==> src/ep2_status_params.svh <==
// Purpose: constants for the bulk OUT endpoint 2 interrupt status block
// Assumes: 8-bit register port, byte addresses as printed
// Notes: definitions only
`ifndef EP2_STATUS_PARAMS_SVH
`define EP2_STATUS_PARAMS_SVH
`define ADDR_STATUS 16'hFF2A
`define ADDR_CLEAR 16'hFF2B
`define ADDR_MASK 16'hFF2C
`define ADDR_MAP 16'hFF2D
`define RESET_STATUS 8'h00
`define RESET_MASK 8'h00
`define RESET_MAP 8'h01
`define BIT_DONE 0
`define BIT_NAK 1
`define BIT_NULL 2
`define BIT_FULL 3
`define BIT_MAP_EN 0
`define STATUS_BITS 4
`define STATUS_USED 8'h0F
`define REG_BITS 8
`define ZERO_BYTE 8'h00
`endif

==> src/ep2_status_pkg.sv <==
// Purpose: types shared by the endpoint 2 status block
// Assumes: nothing beyond the params header
// Notes: carrier structs for bus and event groups
package ep2_status_pkg;
   typedef struct packed
   {
      logic [15:0] addr;
      logic [7:0] wdata;
      logic wr;
      logic rd;
   } bus_req_t;
   typedef struct packed
   {
      logic doneEvt;
      logic nakEvt;
      logic nullEvt;
      logic sieHasData;
      logic cpuHasData;
      logic fifoToggle;
   } ep_events_t;
endpackage

==> src/bulk_out_ep2_irq_status.sv <==
// Purpose: interrupt source status for bulk OUT endpoint 2
// Assumes: events are one-cycle pulses or levels from the clk_sys domain
// Assumes: firmware never strobes write and read in one cycle
// Notes: status is read-only; cleared by writing 0 to the clear register
// Notes: an event and a clear in one cycle leave the bit set, so no event is lost
// Notes: the interrupt is a one-cycle pulse per unmasked change, not a level
// Notes: the clear register reads back as zero
// Contract
// any status change raises shared interrupt line; code raises it only for changes to bits whose mask bit is 0
// status is read-only 8-bit unit
// firmware reads status to find cause
// writing 0 to clear bit zeroes status
// bits invalid when endpoint not mapped
// both-FIFOs-full set when both hold data
// full flag zero when SIE FIFO empty
// full flag cleared on FIFO toggle
// null packet on empty FIFO sets flag
// NAK-answered OUT token sets NAK flag
`timescale 1ns/1ps
`default_nettype none
`include "ep2_status_params.svh"
module bulk_out_ep2_irq_status
(
   input wire logic clk_sys,
   input wire logic reset,
   input wire ep2_status_pkg::bus_req_t busReq,
   input wire ep2_status_pkg::ep_events_t epEvents,
   input wire logic ifaceSupportsEp2,
   output logic [7:0] rdData,
   output logic endpointSharedIrqLine
);
   import ep2_status_pkg::*;

   logic [7:0] statusFf;
   logic [7:0] nxt_status;
   logic [7:0] maskFf;
   logic [7:0] mapFf;
   logic [7:0] rdDataFf;
   logic changedFf;
   logic epValid;
   logic clrWr;
   logic [7:0] setBits;

   // an unmapped endpoint must not raise stale causes
   // endpoint usable only when mapped and the interface selects it
   assign epValid = mapFf[`BIT_MAP_EN] & ifaceSupportsEp2;
   assign clrWr = busReq.wr && (busReq.addr == `ADDR_CLEAR);

   // pulses set sticky bits; the null flag needs an empty cpu side
   // event sources; full flag is set from the levels of both FIFOs and cleared by an empty SIE side, a toggle, a clear write or an invalid endpoint
   always_comb
   begin
      setBits = `ZERO_BYTE;
      setBits[`BIT_DONE] = epEvents.doneEvt;
      setBits[`BIT_NAK] = epEvents.nakEvt;
      setBits[`BIT_NULL] = epEvents.nullEvt & ~epEvents.cpuHasData;
      setBits[`BIT_FULL] = epEvents.sieHasData & epEvents.cpuHasData;
   end

   // invalid endpoint overrides everything, so it is applied last
   // sets win over firmware clears so no event is lost
   always_comb
   begin
      nxt_status = statusFf;
      if (clrWr)
      begin
         nxt_status = statusFf & busReq.wdata;
      end
      nxt_status = nxt_status | setBits;
      if (epEvents.fifoToggle || !epEvents.sieHasData)
      begin
         nxt_status[`BIT_FULL] = setBits[`BIT_FULL] & ~epEvents.fifoToggle; // see
      end
      if (!epValid)
      begin
         nxt_status = `RESET_STATUS;
      end
   end

   // from software, the clear register or a map write that unmaps the endpoint can lower a bit
   // status write port has no decode: writes to it are ignored
   always_ff @(posedge clk_sys or posedge reset)
   begin
      if (reset)
      begin
         statusFf <= `RESET_STATUS;
      end
      else
      begin
         statusFf <= nxt_status;
      end
   end

   // computed on the next value, so the pulse lines up with the change
   // any unmasked change pulses the shared line for one cycle
   always_ff @(posedge clk_sys or posedge reset)
   begin
      if (reset)
      begin
         changedFf <= 1'b0;
      end
      else
      begin
         changedFf <= |((nxt_status ^ statusFf) & ~maskFf);
      end
   end
   assign endpointSharedIrqLine = changedFf;

   // map resets enabled so the endpoint works without setup
   // mask and interface map registers
   always_ff @(posedge clk_sys or posedge reset)
   begin
      if (reset)
      begin
         maskFf <= `RESET_MASK;
         mapFf <= `RESET_MAP;
      end
      else
      begin
         if (busReq.wr && busReq.addr == `ADDR_MASK)
         begin
            maskFf <= busReq.wdata;
         end
         if (busReq.wr && busReq.addr == `ADDR_MAP)
         begin
            mapFf <= busReq.wdata;
         end
      end
   end

   // idle zero keeps the shared read bus quiet between reads
   // read data one cycle after the strobe, zero otherwise
   always_ff @(posedge clk_sys or posedge reset)
   begin
      if (reset)
      begin
         rdDataFf <= `ZERO_BYTE;
      end
      else if (busReq.rd)
      begin
         unique case (busReq.addr)
            `ADDR_STATUS: rdDataFf <= statusFf;
            `ADDR_MASK: rdDataFf <= maskFf;
            `ADDR_MAP: rdDataFf <= mapFf;
            default: rdDataFf <= `ZERO_BYTE;
         endcase
      end
      else
      begin
         rdDataFf <= `ZERO_BYTE;
      end
   end
   assign rdData = rdDataFf;

   // bit positions must fit the register; refuse a header that moves them out
   if (`BIT_FULL >= `REG_BITS || `BIT_NULL >= `REG_BITS || `BIT_NAK >= `REG_BITS || `BIT_DONE >= `REG_BITS)
   begin : posCheck
      $error("status bit position outside the register");
   end

   // checks on status, interrupt and read data; the |=> ones judge one cycle after the cause, the interrupt ones the same cycle
   // events are judged against epValid of the same cycle, since that is
   // the value the next-state logic used when it took the event
   // a limitation: the checks see only this block, not the fifo datapath
   // so fifo levels are taken as given inputs

   // a NAK-answered OUT token leaves the NAK flag set
   // set wins over a clear in the same cycle
   nak_sets_a: assert property (
      @(posedge clk_sys) disable iff (reset)
      epEvents.nakEvt && epValid
      |=> statusFf[`BIT_NAK])
      else $error("nak flag not set");

   // a null packet on an empty cpu side leaves the null flag set
   // with cpu data present the packet is not the cause firmware needs
   null_sets_a: assert property (
      @(posedge clk_sys) disable iff (reset)
      epEvents.nullEvt && !epEvents.cpuHasData && epValid
      |=> statusFf[`BIT_NULL])
      else $error("null flag not set");

   // both fifos holding data sets the full flag
   // a toggle in the same cycle wins, as it empties one side
   full_sets_a: assert property (
      @(posedge clk_sys) disable iff (reset)
      epEvents.sieHasData && epEvents.cpuHasData && !epEvents.fifoToggle && epValid
      |=> statusFf[`BIT_FULL])
      else $error("full flag not set");

   // an empty sie side always reads as not full
   // the value straight after reset is not judged, as the check starts once reset is low
   full_clears_a: assert property (
      @(posedge clk_sys) disable iff (reset)
      !epEvents.sieHasData
      |=> !statusFf[`BIT_FULL])
      else $error("full flag set with empty sie fifo");

   // a fifo toggle drops the full flag
   // the levels may still read full in that cycle
   toggle_clears_a: assert property (
      @(posedge clk_sys) disable iff (reset)
      epEvents.fifoToggle
      |=> !statusFf[`BIT_FULL])
      else $error("full flag kept over a toggle");

   // each used bit obeys its own clear bit: 0 clears, 1 keeps
   // the event of that bit is excluded, because a set wins over the clear
   for (genvar b = 0; b < `STATUS_BITS; b++)
   begin : clearBit
      clear_works_a: assert property (
         @(posedge clk_sys) disable iff (reset)
         clrWr && !busReq.wdata[b] && !setBits[b]
         |=> !statusFf[b])
         else $error("clear write ignored");
      clear_keeps_a: assert property (
         @(posedge clk_sys) disable iff (reset)
         clrWr && busReq.wdata[b] && statusFf[b] && epValid && !epEvents.fifoToggle && epEvents.sieHasData
         |=> statusFf[b])
         else $error("clear write lost a kept bit");
   end

   // an invalid endpoint shows no cause at all
   // firmware would otherwise act on a stale bit
   invalid_zero_a: assert property (
      @(posedge clk_sys) disable iff (reset)
      !epValid
      |=> statusFf == `RESET_STATUS)
      else $error("status not zero for invalid endpoint");

   // a write aimed at the status register leaves it as it was
   // only cycles without any other cause of change are judged
   status_ro_a: assert property (
      @(posedge clk_sys) disable iff (reset)
      busReq.wr && busReq.addr == `ADDR_STATUS && setBits == `ZERO_BYTE && !epEvents.fifoToggle
      && epEvents.sieHasData && epValid
      |=> $stable(statusFf))
      else $error("status changed by a write");

   // the unused upper bits always read zero
   unused_zero_a: assert property (
      @(posedge clk_sys) disable iff (reset)
      (statusFf & ~`STATUS_USED) == `ZERO_BYTE)
      else $error("unused status bit set");

   // a change made while no mask bit was set is announced in the cycle it shows
   // the mask is the one in force when the change was computed
   change_irq_a: assert property (
      @(posedge clk_sys) disable iff (reset)
      $changed(statusFf) && ($past(maskFf) == `ZERO_BYTE)
      |-> endpointSharedIrqLine)
      else $error("status change without interrupt");

   // the line never pulses without a change to report
   // a spurious pulse would send firmware to an empty register
   irq_cause_a: assert property (
      @(posedge clk_sys) disable iff (reset)
      endpointSharedIrqLine
      |-> $changed(statusFf))
      else $error("interrupt without status change");

   // a status read returns the value held at the strobe
   // so firmware sees a consistent snapshot of all causes
   rd_status_a: assert property (
      @(posedge clk_sys) disable iff (reset)
      busReq.rd && busReq.addr == `ADDR_STATUS
      |=> rdData == $past(statusFf))
      else $error("status read returned wrong data");

   // read data are zero outside the answer cycle
   // so the one-cycle window is all a reader can rely on
   rd_idle_a: assert property (
      @(posedge clk_sys) disable iff (reset)
      !busReq.rd
      |=> rdData == `ZERO_BYTE)
      else $error("read data outside the answer cycle");

   // a completed reception leaves the done flag set
   // same set-wins rule as the other pulses
   done_sets_a: assert property ( // done flag
      @(posedge clk_sys) disable iff (reset)
      epEvents.doneEvt && epValid
      |=> statusFf[`BIT_DONE])
      else $error("done flag not set");

   // main scenarios that the bench is meant to reach
   // null packet flagged
   cover property (@(posedge clk_sys) disable iff (reset) epEvents.nullEvt ##1 statusFf[`BIT_NULL]);
   // full flag set and dropped
   cover property (@(posedge clk_sys) disable iff (reset) statusFf[`BIT_FULL] ##1 !statusFf[`BIT_FULL]);
   // interrupt pulse seen
   cover property (@(posedge clk_sys) disable iff (reset) endpointSharedIrqLine);
   // toggle while full
   cover property (@(posedge clk_sys) disable iff (reset) statusFf[`BIT_FULL] && epEvents.fifoToggle);
   // firmware clear of a set bit
   cover property (@(posedge clk_sys) disable iff (reset) clrWr && (statusFf & ~busReq.wdata) != `ZERO_BYTE);
endmodule // bulk_out_ep2_irq_status
`default_nettype wire

==> config.mk <==
export PLATFORM = sky130hd
export DESIGN_NAME = bulk_out_ep2_irq_status
export DESIGN_NICKNAME = d
export VERILOG_FILES = /design/src/ep2_status_pkg.sv /design/src/bulk_out_ep2_irq_status.sv
export VERILOG_INCLUDE_DIRS = /design/src
export SDC_FILE = /design/constraint.sdc
export NUM_CORES = 1
export LEC_CHECK = 0
export BUFFER_PORTS_ARGS = -buffer_cell sky130_fd_sc_hd__buf_2
export CAP_MARGIN = 20
export CORE_ASPECT_RATIO = 0.6
export CORE_UTILIZATION = 40
export CTS_CLUSTER_SIZE = 10
export DETAILED_ROUTE_END_ITERATION = 10
export PLACE_DENSITY = 0.77
export SETUP_SLACK_MARGIN = 0.4
export SYNTH_ARGS = -nofsm -noshare
export SYNTH_HDL_FRONTEND = slang
export SYNTH_SLANG_ARGS = --single-unit
==> constraint.sdc <==
create_clock -name clk_sys -period 1.4 [get_ports clk_sys]
set_input_delay 0.07 -clock clk_sys [delete_from_list [all_inputs] [get_ports clk_sys]]
set_output_delay 0.07 -clock clk_sys [all_outputs]
set_load 0.05 [all_outputs]
======== After elaboration in Yosys (flattened, before gate mapping) ========
Index checks and enable logic that the tools add are counted.
word-level totals
  bits of input ports ..................... 35
  register bits ........................... 33
  output and inout bits ................... 9
operators by class
  multiplexer cells ....................... 5
  reductions and logical operators ........ 6
  bitwise logic cells ..................... 11
  equality and inequality tests ........... 4
operators by type and width
  operator                count
  $eq A16 B16 Y1 const B  4
  $mux W8                 3
  $pmux W8 S3             1
  $and A8 B8 Y8           2
  $not A8 Y8              1
  $or A8 B4 Y8            1
  $reduce_or A8 Y1        1
  $xor A8 B8 Y8           1
  $and A1 B1 Y1           4
  $logic_and A1 B1 Y1     3
  $not A1 Y1              2
  $logic_not A1 Y1        1
  $logic_or A1 B1 Y1      1
  $mux W1                 1

======== Depth between registers and ports, before layout ========
Gate-level depths: netlist (run 1).
  depth after elaboration ................. 9
  gate-level depth with buffers ........... 6
  gate-level depth less buffers ........... 4

======== Worst setup path before layout (run 1) ========
Ideal clock, no wire load.
  path kind ............................... input -> register
  from .................................... input busReq[14] (netlist bit)
  to ...................................... register statusFf[4]
  arrival time ............................ 1489 ps
  stages .................................. 5
  slack ................................... -210 ps
  library setup time ...................... 120 ps
  data required time ...................... 1280 ps
  path through ............................ or4b_4 > nor4_4 > buf_4 > nand4_2 > o211a_1
on the way
  word-level cells in the longest chain between the ends .. 5
ends and longest elaborated chain
  element                          RTL line                       RTL
  from (decl)                      bulk_out_ep2_irq_status.sv:26  input wire ep2_status_pkg::bus_req_t busReq,
  $eq A16 B16 Y1 (no source line)  n/a
  $logic_and A1 B1 Y1              bulk_out_ep2_irq_status.sv:47  assign clrWr = busReq.wr && (busReq.addr == `ADDR_CLEAR);
  $mux W8                          bulk_out_ep2_irq_status.sv:65  if (clrWr)
  $or A8 B4 Y8                     bulk_out_ep2_irq_status.sv:69  nxt_status = nxt_status | setBits;
  $mux W8                          bulk_out_ep2_irq_status.sv:74  if (!epValid)
  named net nxt_status[4]          bulk_out_ep2_irq_status.sv:35  logic [7:0] nxt_status;
  to (signal assigned)             bulk_out_ep2_irq_status.sv:86  statusFf <= `RESET_STATUS;
  to (signal assigned)             bulk_out_ep2_irq_status.sv:90  statusFf <= nxt_status;
  to (decl)                        bulk_out_ep2_irq_status.sv:34  logic [7:0] statusFf;
The timed path passes the listed nets, and every way through them passes these cells.
A chain may end at the register's enable or synchronous reset.

======== Worst setup path after layout (run 1) ========
  from .................................... input busReq[14] (netlist bit)
  to ...................................... register maskFf[3]
on the way
  word-level cells in the longest chain between the ends .. 2
ends and longest elaborated chain
  element                               RTL line                        RTL
  $eq A16 B16 Y1                        n/a
  $logic_and A1 B1 Y1 (no source line)  n/a
  to (signal assigned)                  bulk_out_ep2_irq_status.sv:115  maskFf <= `RESET_MASK;
  to (signal assigned)                  bulk_out_ep2_irq_status.sv:122  maskFf <= busReq.wdata;
  to (decl)                             bulk_out_ep2_irq_status.sv:36   logic [7:0] maskFf;
No other way between the ends.

==> results.ini, run 1 <==
[detailed_routing]
dr.first_iter.drc_count = 105
ant_nets = 0
drt_first_pass_iters = 4
vias_per_cell = 5.39
totalWireLength_um = 4330
drc = 0
wl_per_cell_um = 16.0
vias = 1462

[cells_and_area]
final_common_cell = buf_2
final_cell_mix = buf_2, dfrtp_1, mux2_2
fillerInstances = 325
finalNetCount = 249
drive_above_1_share_pct = 52.8
syn_to_final_growth_pct = 36.6
multi_input_area_um2 = 903
final_core_util_pct = 59.7
final-seq-area_um2 = 827
antenna_cells = 0

[sta]
relSlewSlack_pct = 61.0
worst_slew_pin_slew_ns = 0.583
final-hold-violation-count = 0
fin_skew_ns = 0.00291
fin_crit_ns = 1.46
period_share_pct = 104
max_freq_mhz = 685
rsz0062_at_grt = yes
finalSetupViolCount = 24
setup_slack_ns = -0.0604
report.final.slew_viol_count = 0

[synth]
syn_inst = 146
synthesis.nets = 181
yosys.area.top_type = dfrtp_1
yosys_warnings = 0
ys_top_cells_by_area = dfrtp_1, mux2_2, nand3_1
ys_types = 35
synth_ff_type = dfrtp_1
synthArstFlopShare_pct = 100
synth_seq_cells = 33
synth-seq-area-share_pct = 49.1
synth.avg_cell_area_um2 = 11.5
yosysTopAreaCellShare_pct = 47.5
synth_area_um2 = 1680
synth_edf_count = 0

[setup_path]
crit_top_cell = buf_6
crit_fanout = 8
startpoint_type = input port
cp.arrival_ns = 1.63
critical_path.max_stage_delay_ns = 0.53
end_kind = register
path_cells = buf_6, or4b_4, nor4_4, buf_4, nand4b_4, buf_6, mux2_2
critPathKind = input port to register
cp_slowest_cell = or4b_4
worst_ep_required_time_ns = 1.57

[worst_hold_path]
hold_class = input port to register

[run_status]
status = complete, but fails checks
violations = negative setup slack

[grt]
antenna_found_initial = 0
grt_pass1_wl_um = 7410
gr-total-overflow = 0
grt_max_degree = 34
grt_usage_pct = 22.6
grt_pass1_vias = 1432

[place]
gp_congestion = 0.850
io_buffers = 43
hpwl_um = 3110

[power]
peakVddDrop_mv = 0.471
p_leak_nw = 1.16
power_mw = 1.83
powerDensity_nw_per_um2 = 797

[floorplan]
die_w_um = 85.8
fp.dieH_um = 52.3
std_cell_rows = 17
io_pins = 44
core_um2 = 3850
start_util_pct = 43.7
dieArea_um2 = 4480

[clock_network]
cts_root_buf = clkbuf_8
htreeDepth = 2
cts_tree = done
cts_buffer_depth = 2
cts.sinks = 33
clock_latency_ns = 0.28
numCtsBuffers = 5
clk_pin_slew_ns = 0.07

[job]
drv_cap = 0

## final cells by class
class / instances / area share, %
Clock buffer: 7 / 3.75
Timing Repair Buffer: 65 / 17.4
Tap cell: 57 / 3.10
Inverter: 3 / 0.490
Multi-Input combinational cell: 106 / 39.3
Sequential cell: 33 / 36.0
## final timing paths
path	from	end	slack, ns	cells after the start
min in group asynchronous	reset	rdData[2]$_DFF_PP0_	0.41	4
max in group asynchronous	reset	mapFf[0]$_DFFE_PP1P_	0.66	4
worst min-delay path	busReq[5]	mapFf[3]$_DFFE_PP0P_	0.07	2
worst min register to register	mapFf[7]$_DFFE_PP0P_	mapFf[7]$_DFFE_PP0P_	0.50	1
worst max register to register	mapFf[0]$_DFFE_PP1P_	endpointSharedIrqLine$_DFF_PP0_	-0.05	4
worst max-delay path	busReq[14]	maskFf[3]$_DFFE_PP0P_	-0.06	7
## per-stage QoR
stage	setup WS (ns)	std cells	TNS (ns)	cell area, µm²	hold slack, ns
after detailed placement	-0.409	260	-10.96	2080	0.182
after floorplan	-0.134	146	-3.24	1680	0.198
final	-0.0604	271	-0.771	2300	0.0661
after global routing	-0.155	271	-3.03	2300	0.0672
after CTS	-0.0188	271	-0.114	2280	0.0646
after global placement	-0.379	260	-10.57	2080	0.173
## Yosys cell counts, types with 2 or more instances
cell       count
nor3_1         2
dfrtp_1       32
a211oi_1       3
nand2_1        2
nand2b_1       6
o211a_1        4
o22ai_1        2
nand4_2        2
nand3_1       17
mux2_2        25
buf_4          2
a21oi_1        9
inv_1          3
o2111ai_1      3
nor3b_1        2
or4b_2         2
nor2b_1        4
nor2_1         9
## flip-flops by register name, indices dropped and copies added (netlist names)
| signal | cells |
|---|---|
| maskFf | 8 |
| statusFf | 8 |
| endpointSharedIrqLine | 1 |
| rdData | 8 |
| mapFf | 8 |
## where the power goes
part | internal [mW] | switching, mW
Combinational | 0.0675 | 0.0851
Sequential | 0.954 | 0.0000999
Clock | 0.390 | 0.337
Total | 1.41 | 0.423
## kinds of logic (layout without fill, tap and decap cells)
family / Yosys count / after routing / share of synthesized area, %
flip-flops: 33 / 33 / 49.1
buffers and inverters: 7 / 75 / 2.01
AND/OR/NAND/NOR: 55 / 55 / 21.2
AO/OA/AOI/OAI: 26 / 26 / 11.0
multiplexers: 25 / 25 / 16.7
## per-layer routing
metal	routed length, µm	track usage [%]
met5	0	0
met4	21	5.83
met3	428	6.77
met2	1790	32.5
met1	2090	32.8
## critical path, delay by kind of cell
family                 cells  cell delay [ns]
buffers and inverters      3             0.45
muxes                      1             0.27
and+or+nand+nor            3             0.83
## repair_timing
action	in CTS	in global routing
cloned	0	0
setup buffers	3	0
gates resized for setup	17	3
setup endpoints to repair	33	33
pin swaps	5	2
endpoints found under the hold margin	32	0
hold buffers	1	0
No activity file was read; power rests on OpenSTA's default activity.
==> run 2: changes to the inputs <==
--- a/config.mk
+++ b/config.mk
@@ -9,6 +9,7 @@
 export BUFFER_PORTS_ARGS = -buffer_cell sky130_fd_sc_hd__buf_2
 export CAP_MARGIN = 20
 export CORE_ASPECT_RATIO = 0.6
+export CORE_MARGIN = 4
 export CORE_UTILIZATION = 40
 export CTS_CLUSTER_SIZE = 10
 export DETAILED_ROUTE_END_ITERATION = 10
==> run 2 against run 1 <==
The run still ends with negative setup slack left. Clock skew grew 0.0064 ns. Design area down 0.44%. Sequential power is essentially flat. Critical endpoint is now maskFf[1]$_DFFE_PP0P_. Total power decreased by 2.1%. Largest power group unchanged. Flip-flop and latch count did not move. Wire length up 4.9%. Largest cell class unchanged. Critical path depth stayed put. Hold slack got worse by 0.0022 ns. Register-to-register slack barely moved. Via count decreased by 2.5%. Sequential share of layout area is 0.16 points higher.
==> results.ini, run 2 (synthesis results as in run 1) <==
[grt]
grt_pass1_wl_um = 7550
antenna_found_initial = 0
grt_usage_pct = 18.4
grt_max_degree = 34
gr-total-overflow = 0
grt_pass1_vias = 1539

[detailed_routing]
wl_per_cell_um = 16.6
drt_first_pass_iters = 4
dr.first_iter.drc_count = 80
ant_nets = 0
vias_per_cell = 5.22
totalWireLength_um = 4540
drc = 0
vias = 1425

[setup_path]
path_cells = buf_6, or4b_4, nor4_4, buf_4, nand4b_4, buf_6, mux2_2
worst_ep_required_time_ns = 1.56
end_kind = register
critPathKind = input port to register
startpoint_type = input port
critical_path.max_stage_delay_ns = 0.54
cp_slowest_cell = or4b_4
crit_fanout = 8
critPathLaunch = busReq[14]
cp.arrival_ns = 1.64
rr_startpoint = mapFf[0]$_DFFE_PP1P_
crit_top_cell = buf_6

[power]
comb_power_share_pct = 8.6
sw_frac_of_total_pct = 23.5
power_mw = 1.80
peakVddDrop_mv = 0.586
p_int_mw = 1.37
powerDensity_nw_per_um2 = 784
pwr-share-clk_pct = 38.3
p_leak_nw = 1.15
p_switching_mw = 0.422
seqPwrFrac_pct = 53.1

[sta]
rsz0062_at_grt = yes
fin_crit_ns = 1.48
relSlewSlack_pct = 62.4
final-hold-violation-count = 0
report.final.slew_viol_count = 0
setup_slack_ns = -0.0780
period_share_pct = 106
worst_slew_pin_slew_ns = 0.562
max_freq_mhz = 677
finalSetupViolCount = 17
fin_skew_ns = 0.00927

[run_status]
violations = negative setup slack
status = complete, but fails checks

[floorplan]
fp.dieH_um = 58.3
core_um2 = 3850
die_w_um = 91.8
start_util_pct = 43.7
dieArea_um2 = 5350
std_cell_rows = 17
io_pins = 44

[cells_and_area]
syn_to_final_growth_pct = 36.0
finalNetCount = 250
antenna_cells = 0
drive_above_1_share_pct = 51.4
final_common_cell = buf_2
final_cell_mix = buf_2, dfrtp_1, mux2_2

[clock_network]
htreeDepth = 2
cts.sinks = 33
cts_buffer_depth = 2
clock_latency_ns = 0.28
cts_root_buf = clkbuf_8
clk_pin_slew_ns = 0.07
cts_tree = done
numCtsBuffers = 5

[worst_hold_path]
hold_class = input port to register
min_from = busReq[7]

[place]
pre_cts_ws_ns = -0.421
gp_congestion = 0.820
io_buffers = 43
hpwl_um = 3400

[job]
drv_cap = 0

[run 2: changes by cell type in the layout (fill, tap and decap cells not counted)]
cell      previous run  this run
buf_4               18        19
mux2_2              24        25
and2_1               0         1
clkbuf_1             1         3
o221ai_2             1         0
o221ai_1             0         1
clkbuf_8             6         5
and2_2               1         0
mux2_4               1         0
[run 2: layout make-up]
type	count	area, µm²
Multi-Input combinational cell	106	892
Tap cell	57	71.3
Fill cell	328	1560
Sequential cell	33	827
Inverter	3	11.3
Timing Repair Buffer	66	408
Clock buffer	8	80.1
[run 2: through the flow]
step,TNS (ns),std cells,area (µm²),util (%),hold slack (ns)
6_report,-0.962,273,2290,59.5,0.0639
3_3_place_gp,-10.40,260,2080,54.1,0.172
3_5_place_dp,-11.76,260,2080,54.1,0.178
2_1_floorplan,-3.24,146,1680,-,0.198
5_1_grt,-2.58,273,2290,59.5,0.0767
4_1_cts,-0.296,273,2270,58.9,0.0610
[run 2: critical path, delay by kind of cell]
family | cells | cell delay [ns]
buffers and inverters | 3 | 0.47
muxes | 1 | 0.27
and+or+nand+nor | 3 | 0.83
[run 2: what timing repair did]
item | 4_1_cts | 5_1_grt
endpoints found under the hold margin | 32 | 0
hold buffers | 1 | 0
setup buffers | 4 | 0
resized for setup | 13 | 4
pin swaps | 3 | 5
endpoints found under the setup margin | 33 | 33
[run 2: final timing paths]
check	to	slack (ns)	cells after the start
setup / recovery	maskFf[1]$_DFFE_PP0P_	-0.08	7
hold / removal	mapFf[5]$_DFFE_PP0P_	0.06	2
setup reg to reg	endpointSharedIrqLine$_DFF_PP0_	-0.05	4
hold reg to reg	mapFf[5]$_DFFE_PP0P_	0.51	1
max in group asynchronous	mapFf[0]$_DFFE_PP1P_	0.64	4
min in group asynchronous	statusFf[6]$_DFF_PP0_	0.42	4
[run 2: routing by layer]
metal | track usage (%) | part of all wire [%]
met2 | 27.8 | 44
met3 | 5.19 | 7.7
met4 | 4.23 | 0.46
met1 | 26.2 | 48
met5 | 0 | 0
[run 2: power groups by stage]
| stage | sequential (mW) | combinational (mW) | clock (mW) |
|---|---|---|---|
| floorplan | 0.972 | 0.0512 | 0 |
| global placement | 0.972 | 0.138 | 0 |
| detailed placement | 0.972 | 0.140 | 0 |
| CTS | 0.954 | 0.150 | 0.698 |
| global route | 0.953 | 0.170 | 0.751 |
| finish | 0.954 | 0.154 | 0.688 |
